File: config.mk
export PLATFORM = sky130hd
export DESIGN_NAME = hmws_top
export DESIGN_NICKNAME = d
export VERILOG_FILES = /design/src/hdl/hmws_pkg.sv /design/src/hdl/hmws_top.sv
export VERILOG_INCLUDE_DIRS = /design/src /design/src/hdl
export SDC_FILE = /design/constraint.sdc
export NUM_CORES = 1
export LEC_CHECK = 0
export ABC_AREA = 1
export ABC_CLOCK_PERIOD_IN_PS = 5140
export BUFFER_PORTS_ARGS = -buffer_cell sky130_fd_sc_hd__buf_2
export CAP_MARGIN = 30
export CORE_ASPECT_RATIO = 0.5
export CORE_MARGIN = 5
export CORE_UTILIZATION = 56
export DETAILED_ROUTE_END_ITERATION = 7
export PLACE_DENSITY = 0.73
export SETUP_SLACK_MARGIN = 0.15
export SYNTH_ARGS = -nofsm -noshare
export SYNTH_HDL_FRONTEND = slang
export SYNTH_SLANG_ARGS = --single-unit
File: constraint.sdc
create_clock -name I_MCLK -period 5.14 [get_ports I_MCLK]
set_clock_uncertainty 0.05 [all_clocks]
set_input_delay 1.028 -clock I_MCLK [delete_from_list [all_inputs] [get_ports I_MCLK]]
set_output_delay 1.028 -clock I_MCLK [all_outputs]
set_load 0.05 [all_outputs]
File: src/hdl/hmws_consts.svh
// constants of the hall measure wake sequencer: offsets, fields, timing
// assumes a 100 MHz core clock and a 32-bit classic wishbone slave port
// Summary of operation
// - idle, continuous, wake-up sleep, single pass modes
// - periodic modes repeat passes over enabled items
// - active from oversampling/filter, gap from standby
// - single mode runs one pass then idles
// - field item count equals enabled axes
// - temperature adds 69 + 96*2^osr microseconds
// - continuous: axis terms, temperature, 108 us overhead
// - single mode uses 328 us overhead instead
// - filter depth field is plain binary exponent
// - wake sources: field threshold and angle limit
// - temperature never causes a wake
// - axis-temperature format selects threshold wake
// - angle format selects angle wake
// - raise interrupt when field moves past threshold
// - one data read drops the interrupt while the done bit is masked
// - interrupt rises again on later excursion
// - angle above limit raises interrupt
`ifndef HMWS_CONSTS_SVH
`define HMWS_CONSTS_SVH
// ===========================================================
// register map, byte addresses
`define HMWS_ADR_CTRL 8'h00
`define HMWS_ADR_ITEMS 8'h04
`define HMWS_ADR_TIMING 8'h08
`define HMWS_ADR_THRESH 8'h0c
`define HMWS_ADR_ALIMIT 8'h10
`define HMWS_ADR_STATUS 8'h14
`define HMWS_ADR_MASK 8'h18
`define HMWS_ADR_STATE 8'h1c
`define HMWS_ADR_DATX 8'h20
`define HMWS_ADR_DATY 8'h24
`define HMWS_ADR_DATZ 8'h28
`define HMWS_ADR_DATA 8'h2c
// writable bits and reset values
`define HMWS_MSK_CTRL 32'h0000000f
`define HMWS_MSK_ITEMS 32'h0000000f
`define HMWS_MSK_TIMING 32'h00ff0777
`define HMWS_MSK_IRQ 32'h00000007
`define HMWS_MSK_ALIMIT 32'h0000ffff
`define HMWS_RST_WORD 32'h00000000
// mode field codes
`define HMWS_MODE_IDLE 2'h0
`define HMWS_MODE_CONT 2'h1
`define HMWS_MODE_WAKE 2'h2
`define HMWS_MODE_SINGLE 2'h3
// status bits
`define HMWS_ST_FIELD 0
`define HMWS_ST_ANGLE 1
`define HMWS_ST_DONE 2
// timing in microseconds
`define HMWS_CLK_MHZ 100
`define HMWS_US_CYCLES (`HMWS_CLK_MHZ)
`define HMWS_ITEM_US 24'h000045
`define HMWS_AXIS_STEP_US 24'h000020
`define HMWS_TEMP_STEP_US 24'h000060
`define HMWS_OVH_CONT_US 24'h00006c
`define HMWS_OVH_SINGLE_US 24'h000148
`define HMWS_STANDBY_STEP_US 16'h0064
`endif

File: src/hdl/hmws_pkg.sv
// types of the hall measure wake sequencer
// assumes hmws_consts.svh provides the numeric constants
package hmws_pkg;
  // ===========================================================
  // sequencer phases
  typedef enum logic [1:0] {ST_IDLE, ST_ACTIVE, ST_STANDBY} hmws_state_e;
  // decoded configuration
  typedef struct packed {
    logic [1:0] mode;
    logic angle_read_format;
    logic ref_update;
    logic [3:0] items;
    logic [2:0] field_oversample_exp;
    logic [2:0] temperature_oversample_exp;
    logic [2:0] filter_depth_exp;
    logic [7:0] standby_interval_setting;
  } hmws_cfg_s;
  // one set of converter results
  typedef struct packed {
    logic [15:0] x;
    logic [15:0] y;
    logic [15:0] z;
    logic [15:0] angle;
  } hmws_sample_s;
endpackage

File: src/hdl/hmws_top.sv
// hall measure wake sequencer: mode control, pass timing, wake logic
// assumes converter results on the field/angle inputs are valid
// whenever a pass ends; registers reached over classic wishbone
//
// Design decisions made here: register access over Wishbone and the placing of the registers.
`timescale 1ns/1ps
`include "hmws_consts.svh"
module hmws_top
(
  input wire logic I_MCLK,
  input wire logic I_NRST,
  input wire logic I_WB_CYC,
  input wire logic I_WB_STB,
  input wire logic I_WB_WE,
  input wire logic [7:0] I_WB_ADR,
  input wire logic [3:0] I_WB_SEL,
  input wire logic [31:0] I_WB_DAT,
  input wire logic [15:0] I_FIELD_X,
  input wire logic [15:0] I_FIELD_Y,
  input wire logic [15:0] I_FIELD_Z,
  input wire logic [15:0] I_ANGLE,
  output logic [31:0] O_WB_DAT,
  output logic O_WB_ACK,
  output logic O_INT,
  output logic O_CONV_ACTIVE
);
  // ===========================================================
  // register state
  logic [31:0] ctrl_ff, nxt_ctrl;
  logic [31:0] items_ff, nxt_items;
  logic [31:0] timing_ff, nxt_timing;
  logic [31:0] thresh_ff, nxt_thresh;
  logic [31:0] alimit_ff, nxt_alimit;
  logic [31:0] mask_ff, nxt_mask;
  logic [31:0] status_ff, nxt_status;
  logic [31:0] rdat_ff, nxt_rdat;
  logic ack_ff, nxt_ack;
  logic int_ff, nxt_int;
  // sequencer state
  hmws_pkg::hmws_state_e state_ff, nxt_state;
  logic [6:0] div_ff, nxt_div;
  logic [23:0] remain_ff, nxt_remain;
  logic active_ff, nxt_active;
  logic ref_valid_ff, nxt_ref_valid;
  hmws_pkg::hmws_sample_s ref_ff, nxt_ref;
  hmws_pkg::hmws_sample_s data_ff, nxt_data;

  // ===========================================================
  // bus decode
  logic [31:0] wmask;
  logic req;
  logic wr;
  logic rd;
  logic pass_end;
  logic single_end;
  logic [2:0] irq_set;
  hmws_pkg::hmws_cfg_s cfg;
  hmws_pkg::hmws_sample_s cur;

  // one cycle per request; ack low in the cycle after it was given
  assign req = I_WB_CYC & I_WB_STB & ~ack_ff;
  assign wr = req & I_WB_WE;
  assign rd = req & ~I_WB_WE;

  // byte lane enables widened to a bit mask
  genvar gl;
  generate
    for (gl = 0; gl < 4; gl = gl + 1)
    begin : g_lane
      assign wmask[gl*8 +: 8] = {8{I_WB_SEL[gl]}};
    end
  endgenerate

  // configuration view of the control words
  assign cfg.mode = ctrl_ff[1:0];
  assign cfg.angle_read_format = ctrl_ff[2];
  assign cfg.ref_update = ctrl_ff[3];
  assign cfg.items = items_ff[3:0];
  assign cfg.field_oversample_exp = timing_ff[2:0];
  assign cfg.temperature_oversample_exp = timing_ff[6:4];
  assign cfg.filter_depth_exp = timing_ff[10:8];
  assign cfg.standby_interval_setting = timing_ff[23:16];
  assign cur = {I_FIELD_X, I_FIELD_Y, I_FIELD_Z, I_ANGLE};

  // ===========================================================
  // pass duration in microseconds
  logic [23:0] step_us;
  logic [23:0] axis_us;
  logic [23:0] temp_us;
  logic [23:0] pass_us;
  logic [23:0] standby_us;
  logic [23:0] axes_us;

  // 32*2^osr*(2+2^depth) done as two shifts, no multiplier needed
  assign step_us = `HMWS_AXIS_STEP_US << cfg.field_oversample_exp;
  assign axis_us = `HMWS_ITEM_US + (step_us << 1)
                   + (step_us << cfg.filter_depth_exp);
  assign temp_us = cfg.items[3] ? (`HMWS_ITEM_US + (`HMWS_TEMP_STEP_US
                   << cfg.temperature_oversample_exp)) : 24'h000000;

  // one axis term per enabled field axis
  always_comb
  begin
    axes_us = 24'h000000;
    for (int i = 0; i < 3; i++)
    begin
      if (cfg.items[i])
      begin
        axes_us = axes_us + axis_us;
      end
    end
  end

  // single mode pays a longer fixed overhead
  assign pass_us = axes_us + temp_us + ((cfg.mode == `HMWS_MODE_SINGLE)
                   ? `HMWS_OVH_SINGLE_US : `HMWS_OVH_CONT_US);
  assign standby_us = 24'(cfg.standby_interval_setting
                      * `HMWS_STANDBY_STEP_US);

  // ===========================================================
  // wake comparison, one comparator per axis
  logic [2:0] exceed;
  logic [15:0] axis_thr [3];
  logic [15:0] axis_cur [3];
  logic [15:0] axis_ref [3];
  assign axis_thr[0] = thresh_ff[15:0];
  assign axis_thr[1] = thresh_ff[15:0];
  assign axis_thr[2] = thresh_ff[31:16];
  assign axis_cur[0] = cur.x;
  assign axis_cur[1] = cur.y;
  assign axis_cur[2] = cur.z;
  assign axis_ref[0] = ref_ff.x;
  assign axis_ref[1] = ref_ff.y;
  assign axis_ref[2] = ref_ff.z;

  genvar ga;
  generate
    for (ga = 0; ga < 3; ga = ga + 1)
    begin : g_axis
      logic signed [16:0] diff;
      logic [16:0] mag;
      // signed fields; 17 bits so the difference never wraps
      assign diff = 17'($signed(axis_cur[ga])) - 17'($signed(axis_ref[ga]));
      assign mag = diff[16] ? 17'(-diff) : diff;
      // temperature bit 3 has no comparator at all
      assign exceed[ga] = cfg.items[ga]
                          & (mag > {1'b0, axis_thr[ga]});
    end
  endgenerate

  // ===========================================================
  // sequencer next state
  logic trig_field;
  logic trig_angle;
  logic wake_mode;
  assign wake_mode = (cfg.mode == `HMWS_MODE_WAKE);
  assign trig_field = pass_end & wake_mode & ~cfg.angle_read_format
                      & ref_valid_ff & (|exceed);
  assign trig_angle = pass_end & wake_mode & cfg.angle_read_format
                      & (cur.angle > alimit_ff[15:0]);
  assign irq_set = {pass_end, trig_angle, trig_field};
  assign single_end = pass_end & (cfg.mode == `HMWS_MODE_SINGLE);

  always_comb
  begin
    nxt_state = state_ff;
    nxt_div = div_ff;
    nxt_remain = remain_ff;
    nxt_ref_valid = ref_valid_ff;
    nxt_ref = ref_ff;
    nxt_data = data_ff;
    pass_end = 1'b0;
    // microsecond prescaler runs only while timing
    if (state_ff == hmws_pkg::ST_IDLE ||
        div_ff == 7'(`HMWS_US_CYCLES - 1))
    begin
      nxt_div = 7'h00;
    end
    else
    begin
      nxt_div = div_ff + 7'h01;
    end
    case (state_ff)
      hmws_pkg::ST_IDLE:
      begin
        // a fresh start forgets the old reference
        if (cfg.mode != `HMWS_MODE_IDLE)
        begin
          nxt_state = hmws_pkg::ST_ACTIVE;
          nxt_remain = pass_us;
          nxt_ref_valid = 1'b0;
        end
      end
      hmws_pkg::ST_ACTIVE:
      begin
        if (div_ff == 7'(`HMWS_US_CYCLES - 1))
        begin
          nxt_remain = remain_ff - 24'h000001;
          if (remain_ff == 24'h000001)
          begin
            pass_end = 1'b1;
            nxt_data = cur;
            if (cfg.mode == `HMWS_MODE_SINGLE)
            begin
              nxt_state = hmws_pkg::ST_IDLE;
            end
            else if (standby_us == 24'h000000)
            begin
              nxt_remain = pass_us;
            end
            else
            begin
              nxt_state = hmws_pkg::ST_STANDBY;
              nxt_remain = standby_us;
            end
          end
        end
      end
      hmws_pkg::ST_STANDBY:
      begin
        // no conversion in the gap; low power phase
        if (div_ff == 7'(`HMWS_US_CYCLES - 1))
        begin
          nxt_remain = remain_ff - 24'h000001;
          if (remain_ff == 24'h000001)
          begin
            nxt_state = hmws_pkg::ST_ACTIVE;
            nxt_remain = pass_us;
          end
        end
      end
      default:
      begin
        nxt_state = hmws_pkg::ST_IDLE;
      end
    endcase
    // first pass sets the reference; later ones may move it
    if (pass_end & wake_mode & ~cfg.angle_read_format)
    begin
      if (!ref_valid_ff)
      begin
        nxt_ref = cur;
        nxt_ref_valid = 1'b1;
      end
      else if (trig_field & cfg.ref_update)
      begin
        nxt_ref = cur;
      end
    end
    // software idling aborts any phase at once
    if (cfg.mode == `HMWS_MODE_IDLE)
    begin
      nxt_state = hmws_pkg::ST_IDLE;
      nxt_remain = 24'h000000;
    end
  end

  // active indication follows the phase register
  assign nxt_active = (nxt_state == hmws_pkg::ST_ACTIVE);

  // sequencer registers
  always_ff @(posedge I_MCLK)
  begin
    if (!I_NRST)
    begin
      state_ff <= hmws_pkg::ST_IDLE;
      div_ff <= 7'h00;
      remain_ff <= 24'h000000;
      active_ff <= 1'b0;
      ref_valid_ff <= 1'b0;
      ref_ff <= '0;
      data_ff <= '0;
    end
    else
    begin
      state_ff <= nxt_state;
      div_ff <= nxt_div;
      remain_ff <= nxt_remain;
      active_ff <= nxt_active;
      ref_valid_ff <= nxt_ref_valid;
      ref_ff <= nxt_ref;
      data_ff <= nxt_data;
    end
  end

  // ===========================================================
  // register file next values
  logic data_rd;
  assign data_rd = rd & (I_WB_ADR == `HMWS_ADR_DATX ||
                         I_WB_ADR == `HMWS_ADR_DATY ||
                         I_WB_ADR == `HMWS_ADR_DATZ ||
                         I_WB_ADR == `HMWS_ADR_DATA);

  always_comb
  begin
    nxt_ctrl = ctrl_ff;
    nxt_items = items_ff;
    nxt_timing = timing_ff;
    nxt_thresh = thresh_ff;
    nxt_alimit = alimit_ff;
    nxt_mask = mask_ff;
    nxt_status = status_ff;
    nxt_rdat = rdat_ff;
    nxt_ack = req;
    // single pass hands the mode field back to idle
    if (single_end)
    begin
      nxt_ctrl[1:0] = `HMWS_MODE_IDLE;
    end
    if (wr)
    begin
      case (I_WB_ADR)
        `HMWS_ADR_CTRL: nxt_ctrl = ((ctrl_ff & ~wmask) |
          (I_WB_DAT & wmask)) & `HMWS_MSK_CTRL;
        `HMWS_ADR_ITEMS: nxt_items = ((items_ff & ~wmask) |
          (I_WB_DAT & wmask)) & `HMWS_MSK_ITEMS;
        `HMWS_ADR_TIMING: nxt_timing = ((timing_ff & ~wmask) |
          (I_WB_DAT & wmask)) & `HMWS_MSK_TIMING;
        `HMWS_ADR_THRESH: nxt_thresh = (thresh_ff & ~wmask) |
          (I_WB_DAT & wmask);
        `HMWS_ADR_ALIMIT: nxt_alimit = ((alimit_ff & ~wmask) |
          (I_WB_DAT & wmask)) & `HMWS_MSK_ALIMIT;
        `HMWS_ADR_MASK: nxt_mask = ((mask_ff & ~wmask) |
          (I_WB_DAT & wmask)) & `HMWS_MSK_IRQ;
        default: nxt_ctrl = nxt_ctrl; // unmapped writes are dropped
      endcase
    end
    // read of status clears all; data read clears wake bits
    if (rd && I_WB_ADR == `HMWS_ADR_STATUS)
    begin
      nxt_status = 32'h00000000;
    end
    else if (data_rd)
    begin
      nxt_status[`HMWS_ST_FIELD] = 1'b0;
      nxt_status[`HMWS_ST_ANGLE] = 1'b0;
    end
    // events set last, so a set beats a same-cycle clear
    nxt_status[2:0] = nxt_status[2:0] | irq_set;
    if (rd)
    begin
      case (I_WB_ADR)
        `HMWS_ADR_CTRL: nxt_rdat = ctrl_ff;
        `HMWS_ADR_ITEMS: nxt_rdat = items_ff;
        `HMWS_ADR_TIMING: nxt_rdat = timing_ff;
        `HMWS_ADR_THRESH: nxt_rdat = thresh_ff;
        `HMWS_ADR_ALIMIT: nxt_rdat = alimit_ff;
        `HMWS_ADR_STATUS: nxt_rdat = status_ff;
        `HMWS_ADR_MASK: nxt_rdat = mask_ff;
        `HMWS_ADR_STATE: nxt_rdat = {29'h0, ref_valid_ff, state_ff};
        `HMWS_ADR_DATX: nxt_rdat = {16'h0000, data_ff.x};
        `HMWS_ADR_DATY: nxt_rdat = {16'h0000, data_ff.y};
        `HMWS_ADR_DATZ: nxt_rdat = {16'h0000, data_ff.z};
        `HMWS_ADR_DATA: nxt_rdat = {16'h0000, data_ff.angle};
        default: nxt_rdat = 32'h00000000;
      endcase
    end
    // level interrupt from the next status, so it lands with the bit
    nxt_int = |(nxt_status & nxt_mask);
  end

  // register file flops
  always_ff @(posedge I_MCLK)
  begin
    if (!I_NRST)
    begin
      ctrl_ff <= `HMWS_RST_WORD;
      items_ff <= `HMWS_RST_WORD;
      timing_ff <= `HMWS_RST_WORD;
      thresh_ff <= `HMWS_RST_WORD;
      alimit_ff <= `HMWS_RST_WORD;
      mask_ff <= `HMWS_RST_WORD;
      status_ff <= `HMWS_RST_WORD;
      rdat_ff <= `HMWS_RST_WORD;
      ack_ff <= 1'b0;
      int_ff <= 1'b0;
    end
    else
    begin
      ctrl_ff <= nxt_ctrl;
      items_ff <= nxt_items;
      timing_ff <= nxt_timing;
      thresh_ff <= nxt_thresh;
      alimit_ff <= nxt_alimit;
      mask_ff <= nxt_mask;
      status_ff <= nxt_status;
      rdat_ff <= nxt_rdat;
      ack_ff <= nxt_ack;
      int_ff <= nxt_int;
    end
  end

  // ===========================================================
  // outputs straight from flops
  assign O_WB_DAT = rdat_ff;
  assign O_WB_ACK = ack_ff;
  assign O_INT = int_ff;
  assign O_CONV_ACTIVE = active_ff;

endmodule // hmws_top

==> results.sh, run 1 <==
export IMPL_synthXorXnorAreaFrac=0.0449
export IMPL_critPathMaxFanout=4
export IMPL_routed_via_count=23900
export IMPL_ant_nets=0
export IMPL_drive_gt1_frac=0.180
export IMPL_core_area_um2=40500
export IMPL_drt_iter0_drc=2160
export IMPL_drc=0
export IMPL_grt_pass1_vias=21500
export IMPL_worst_pin_slew_ns=0.888
export IMPL_p_leak_nw=12.2
export IMPL_synth_warnings=0
export IMPL_synth_compound_area_share=0.197
export IMPL_yosys_top_cells_count="nand2_1 (597), inv_1 (482), dfxtp_1 (318), nor2_1 (318), a21oi_1 (309)"
export IMPL_die_area_um2=45400
export IMPL_worstHoldStart="data_ff[10]$_SDFFE_PN0P_"
export IMPL_cts_hold_buffers_added=0
export IMPL_tns_ns=-0.498
export IMPL_slew_violations=0
export IMPL_gp_congestion=0.999
export IMPL_cts_buffers=30
export IMPL_synth_fa_ha_area_frac=0.125
export IMPL_die_h_um=153
export IMPL_synth_top_area_share=0.277
export IMPL_antenna_found_initial=2
export IMPL_grt_usage=0.298
export IMPL_ir_drop_v=0.000246
export IMPL_cp_common_cell="nand2_2"
export IMPL_hold_slack_ns=0.410
export IMPL_finalCriticalPeriod_ns=5.25
export IMPL_rsz0062_at_grt="true"
export IMPL_worst_slack_ns=-0.108
export IMPL_cts_max_level=1
export IMPL_slowest_stage="dfxtp_4"
export IMPL_hpwl_um=54100
export IMPL_required_ns=5.53
export IMPL_wl_per_cell_um=17.1
export IMPL_failed_checks="negative setup slack"
export IMPL_synth_top_family_by_area="simple AND/OR/NAND/NOR gates"
export IMPL_grt_max_degree=178
export IMPL_syn_to_final_growth_pct=19.8
export IMPL_setup_viol=7
export IMPL_finalHoldViolCount=0
export IMPL_grt_pass1_wl_um=112000
export IMPL_port_buffers=147
export IMPL_worstSkewPairLatency_ns=0.61
export IMPL_maxCapViolations=0
export IMPL_tritoncts="built"
export IMPL_fin_cells=4238
export IMPL_hold_path_class="reg2reg"
export IMPL_nets=4009
export IMPL_synthArstFlopShare=0
export IMPL_status="finished with violations"
export IMPL_synth_cell_type_count=59
export IMPL_critPathLaunchType="flip-flop"
export IMPL_syn_avg_cell_area_um2=6.76
export IMPL_crit_type="reg2reg"
export IMPL_synth_edf_count=0
export IMPL_synth_seq_cells=318
export IMPL_regToRegSetupSlack_ns=-0.11
export IMPL_ys_top_cells_by_area="dfxtp_1 (28%), ha_1 (11%), nand2_1 (9.8%)"
export IMPL_viasPerCell=5.64
export IMPL_timing_fmax_mhz=191
export IMPL_io_pins=148
export IMPL_clk_pin_slew_ns=0.07
export IMPL_gr_total_overflow=0
export IMPL_dr_pass1_iters=8
export IMPL_utilization=0.680
export IMPL_fin_total_pwr_mw=5.69
export IMPL_arrival_ns=5.64
export IMPL_synthFlopType="dfxtp_1"
export IMPL_cts_root_buffer="clkbuf_16"
export IMPL_yosys_area_share_simple=0.249
export IMPL_cpPeakStageDelay_ns=0.38
export IMPL_min_period_over_period=1.02
export IMPL_row_count=52
export IMPL_max_slew_margin_rel=0.408
export IMPL_dpl_worst_slack_ns=-0.347
export IMPL_placed_area_um2=25400
export IMPL_power_density_nw_per_um2=207
export IMPL_synth_area_um2=23000
export IMPL_yosysMostFrequentCell="nand2_1"
export IMPL_cts_buffer_depth=3
export IMPL_wirelength_um=72400
export IMPL_ys_seq_area_frac=0.277
export IMPL_design_area_um2=27500
export IMPL_start_util=0.568
export IMPL_dp_cells=4138
export IMPL_cp_end_kind="flip-flop"
export IMPL_yosysTopAreaCell="dfxtp_1"
export IMPL_die_w_um=296
export IMPL_postSynthCellCount=3399
export IMPL_cts_sink_count=318
export IMPL_synthMuxAreaShare=0.00174
worst max-delay path, delay by kind of cell, from the launching register on:
kind	cells	cell delay [ns]
buf+inv	4	0.32
flops	1	0.38
fa+ha+maj	6	1.80
xor+xnor	2	0.28
simple gates	14	1.15
compound gates	10	1.13
cell families (layout without fill, tap and decap cells):
| kind of cell | after synthesis | in the layout |
|---|---|---|
| XOR/XNOR | 116 | 116 |
| AO/OA/AOI/OAI | 791 | 791 |
| other | 1 | 3 |
| adder cells (fa/ha/maj) | 223 | 223 |
| buffers and inverters | 626 | 923 |
| multiplexers | 4 | 4 |
| AND/OR/NAND/NOR | 1320 | 1320 |
| flip-flops | 318 | 318 |
final timing paths:
check                                to  cells after the start
min            data_ff[10]$_SDFFE_PN0P_                      2
max          remain_ff[17]$_SDFFE_PP0P_                     36
min reg2reg    data_ff[10]$_SDFFE_PN0P_                      2
max reg2reg  remain_ff[17]$_SDFFE_PP0P_                     36
cells in the final DEF (no fill, tap or decap), types with 33 or more instances in the layout:
| cell type | instances |
|---|---|
| o22ai_1 | 49 |
| xor2_1 | 78 |
| inv_1 | 472 |
| nand4_1 | 51 |
| nor3_1 | 74 |
| buf_2 | 146 |
| dfxtp_1 | 315 |
| a21oi_2 | 55 |
| nor2_1 | 310 |
| nand2_1 | 575 |
| ha_1 | 191 |
| nand3_1 | 164 |
| a21oi_1 | 293 |
| o21ai_0 | 241 |
| buf_4 | 205 |
| clkbuf_16 | 33 |
where the power goes:
part           leakage (nW)  switching [mW]  internal [mW]
registers              2.56        0.000287           2.46
logic                  9.13           0.483          0.311
clock network         0.519            1.07           1.36
total                  12.2            1.56           4.14
repair_timing:
item                       CTS  global route
gates resized for setup     45           119
buffers inserted            22            18
setup endpoints to repair   12            63
pin swaps                   39            84
gates cloned                 0             3
final cells by class:
type | instances | area, um2
Multi-Input combinational cell | 2456 | 14900
Fill cell | 3567 | 13000
Sequential cell | 318 | 6380
Timing Repair Buffer | 365 | 2540
Inverter | 502 | 1900
Clock buffer | 42 | 886
Tap cell | 540 | 676
Clock inverter | 14 | 186
Antenna cell | 1 | 2.50
per-layer routing:
| metal | GRT usage | part of all wire | vias to the layer above |
|---|---|---|---|
| met3 | 0.0629 | 0.084 | 173 |
| met4 | 0.0788 | 0.032 | 2 |
| met1 | 0.404 | 0.43 | 11000 |
| met2 | 0.485 | 0.45 | 855 |
| li1 | - | - | 11900 |
| met5 | 0 | 0.00018 | - |
Power figures use the tool's default switching activity.
==> run 2, diff against run 1 <==
--- a/config.mk
+++ b/config.mk
@@ -15,7 +15,9 @@
 export CORE_UTILIZATION = 56
 export DETAILED_ROUTE_END_ITERATION = 7
 export PLACE_DENSITY = 0.73
+export RECOVER_POWER = 50
 export SETUP_SLACK_MARGIN = 0.15
+export SLEW_MARGIN = 20
 export SYNTH_ARGS = -nofsm -noshare
 export SYNTH_HDL_FRONTEND = slang
 export SYNTH_SLANG_ARGS = --single-unit
==> run 2 against run 1 <==
  * The run ends with max-capacitance violations, max-slew violations, negative setup slack left
  * Global-route usage grew 0.051 points
  * Setup slack worse by 0.026 ns
  * Count of clock-buffer cells in the layout rose by 2
  * Design area is essentially flat
  * Largest cell class unchanged
  * Highest routed layer is now met4
==> results.sh, run 2 (synthesis gave the netlist of run 1 again) <==
export IMPL_status="finished with violations"
export IMPL_failed_checks="max-capacitance violations, max-slew violations, negative setup slack"
export IMPL_seqPwrFrac=0.429
export IMPL_cts_sink_count=318
export IMPL_dr_pass1_iters=6
export IMPL_worst_slack_ns=-0.134
export IMPL_grt_max_degree=178
export IMPL_core_area_um2=40500
export IMPL_nFillCells=3585
export IMPL_power_density_nw_per_um2=209
export IMPL_drt_iter0_drc=2263
export IMPL_routed_via_count=23900
export IMPL_drc=0
export IMPL_slowest_stage="dfxtp_4"
export IMPL_required_ns=5.61
export IMPL_max_slew_margin_rel=-1.18
export IMPL_cp_end_kind="flip-flop"
export IMPL_p_sw_frac=0.276
export IMPL_utilization=0.679
export IMPL_cts_buffers=31
export IMPL_cp_common_cell="nand2_1"
export IMPL_regToRegSetupSlack_ns=-0.13
export IMPL_die_h_um=153
export IMPL_cts_root_buffer="clkbuf_16"
export IMPL_rsz0062_at_grt="true"
export IMPL_comb_power_share=0.140
export IMPL_tns_ns=-0.634
export IMPL_fin_total_pwr_mw=5.73
export IMPL_die_w_um=296
export IMPL_critPathMaxFanout=5
export IMPL_drive_gt1_frac=0.164
export IMPL_finalCriticalPeriod_ns=5.27
export IMPL_clk_pin_slew_ns=0.07
export IMPL_wl_per_cell_um=17.3
export IMPL_worstSkewPairLatency_ns=0.62
export IMPL_antenna_found_initial=1
export IMPL_maxCapViolations=2
export IMPL_start_util=0.568
export IMPL_crit_type="reg2reg"
export IMPL_slew_violations=223
export IMPL_min_period_over_period=1.03
export IMPL_finalHoldViolCount=0
export IMPL_timing_fmax_mhz=190
export IMPL_arrival_ns=5.74
export IMPL_placed_area_um2=25400
export IMPL_port_buffers=147
export IMPL_grt_pass1_wl_um=112000
export IMPL_cts_max_level=1
export IMPL_hpwl_um=54100
export IMPL_tritoncts="built"
export IMPL_clkPwrFrac=0.431
export IMPL_gr_total_overflow=0
export IMPL_grt_usage=0.298
export IMPL_final_common_cell="nand2_1"
export IMPL_critPathLaunchType="flip-flop"
export IMPL_p_int_mw=4.15
export IMPL_design_area_um2=27500
export IMPL_dp_cells=4138
export IMPL_setup_viol=9
export IMPL_fin_cells=4233
export IMPL_nets=4004
export IMPL_cts_hold_buffers_added=0
export IMPL_hold_slack_ns=0.410
export IMPL_p_sw_mw=1.58
export IMPL_wirelength_um=73400
export IMPL_ant_nets=0
export IMPL_ir_drop_v=0.000241
export IMPL_grt_pass1_vias=21500
export IMPL_cts_buffer_depth=3
export IMPL_gp_congestion=0.999
export IMPL_dpl_worst_slack_ns=-0.350
export IMPL_syn_to_final_growth_pct=19.7
export IMPL_cpPeakStageDelay_ns=0.41
export IMPL_viasPerCell=5.65
export IMPL_hold_path_class="reg2reg"
export IMPL_p_leak_nw=12.0
export IMPL_worst_pin_slew_ns=3.27
export IMPL_io_pins=148
export IMPL_die_area_um2=45400
export IMPL_mostFrequentLayoutCells="nand2_1 (578), inv_1 (472), dfxtp_1 (315), nor2_1 (309), a21oi_1 (295)"
export IMPL_row_count=52
==> run 2: cell count changes in the layout (fill, tap and decap cells not counted), sizes merged <==
cell	previous run	this run
clkinvlp	4	6
inv	498	500
nand2	606	608
clkbuf	45	93
buf	362	308
clkinv	11	6
==> run 2: final timing paths <==
| kind | startpoint | endpoint | depth (start not counted) |
|---|---|---|---|
| min reg2reg | data_ff[10]$_SDFFE_PN0P_ | data_ff[10]$_SDFFE_PN0P_ | 2 |
| min | data_ff[10]$_SDFFE_PN0P_ | data_ff[10]$_SDFFE_PN0P_ | 2 |
| max reg2reg | flip-flop | remain_ff[22]$_SDFFE_PP0P_ | 36 |
| max | flip-flop | remain_ff[22]$_SDFFE_PP0P_ | 36 |
==> run 2: repair_timing <==
item / in CTS / in global routing
cloned: 0 / 12
setup buffers: 8 / 17
gates resized for setup: 47 / 112
endpoints found under the setup margin: 12 / 64
pin swaps: 31 / 76
==> run 2: power groups by stage <==
stage	Combinational [mW]	Clock (mW)	Sequential, mW
3_5_place_dp	0.763	0	2.52
2_1_floorplan	0.506	0	2.52
3_3_place_gp	0.742	0	2.52
4_1_cts	0.769	2.48	2.46
6_report	0.801	2.47	2.46
5_1_grt	0.899	2.59	2.46
==> run 2: final cells by class <==
cell class | count | area [um2] | area share
Multi-Input combinational cell | 2458 | 15000 | 0.544
Clock buffer | 44 | 895 | 0.0325
Sequential cell | 318 | 6380 | 0.232
Tap cell | 540 | 676 | 0.0246
Timing Repair Buffer | 357 | 2480 | 0.0903
Antenna cell | 1 | 2.50 | 0.0000910
Clock inverter | 13 | 188 | 0.00683
Inverter | 502 | 1900 | 0.0692
==> run 2: worst max-delay path, delay by kind of cell, from the launching register on <==
| family | cells | cell delay [ns] |
|---|---|---|
| AND/OR/NAND/NOR | 18 | 1.81 |
| adder cells (fa/ha/maj) | 6 | 1.50 |
| AO/OA/AOI/OAI | 4 | 0.70 |
| buffers and inverters | 7 | 0.66 |
| flip-flops | 1 | 0.41 |
| XOR/XNOR | 1 | 0.11 |
==> run 2: per-layer routing <==
layer  global-route usage  wire [um]
met1                0.401      31400
met2                0.490      33700
met4               0.0735       2030
met5                    0          0
met3               0.0668       6220
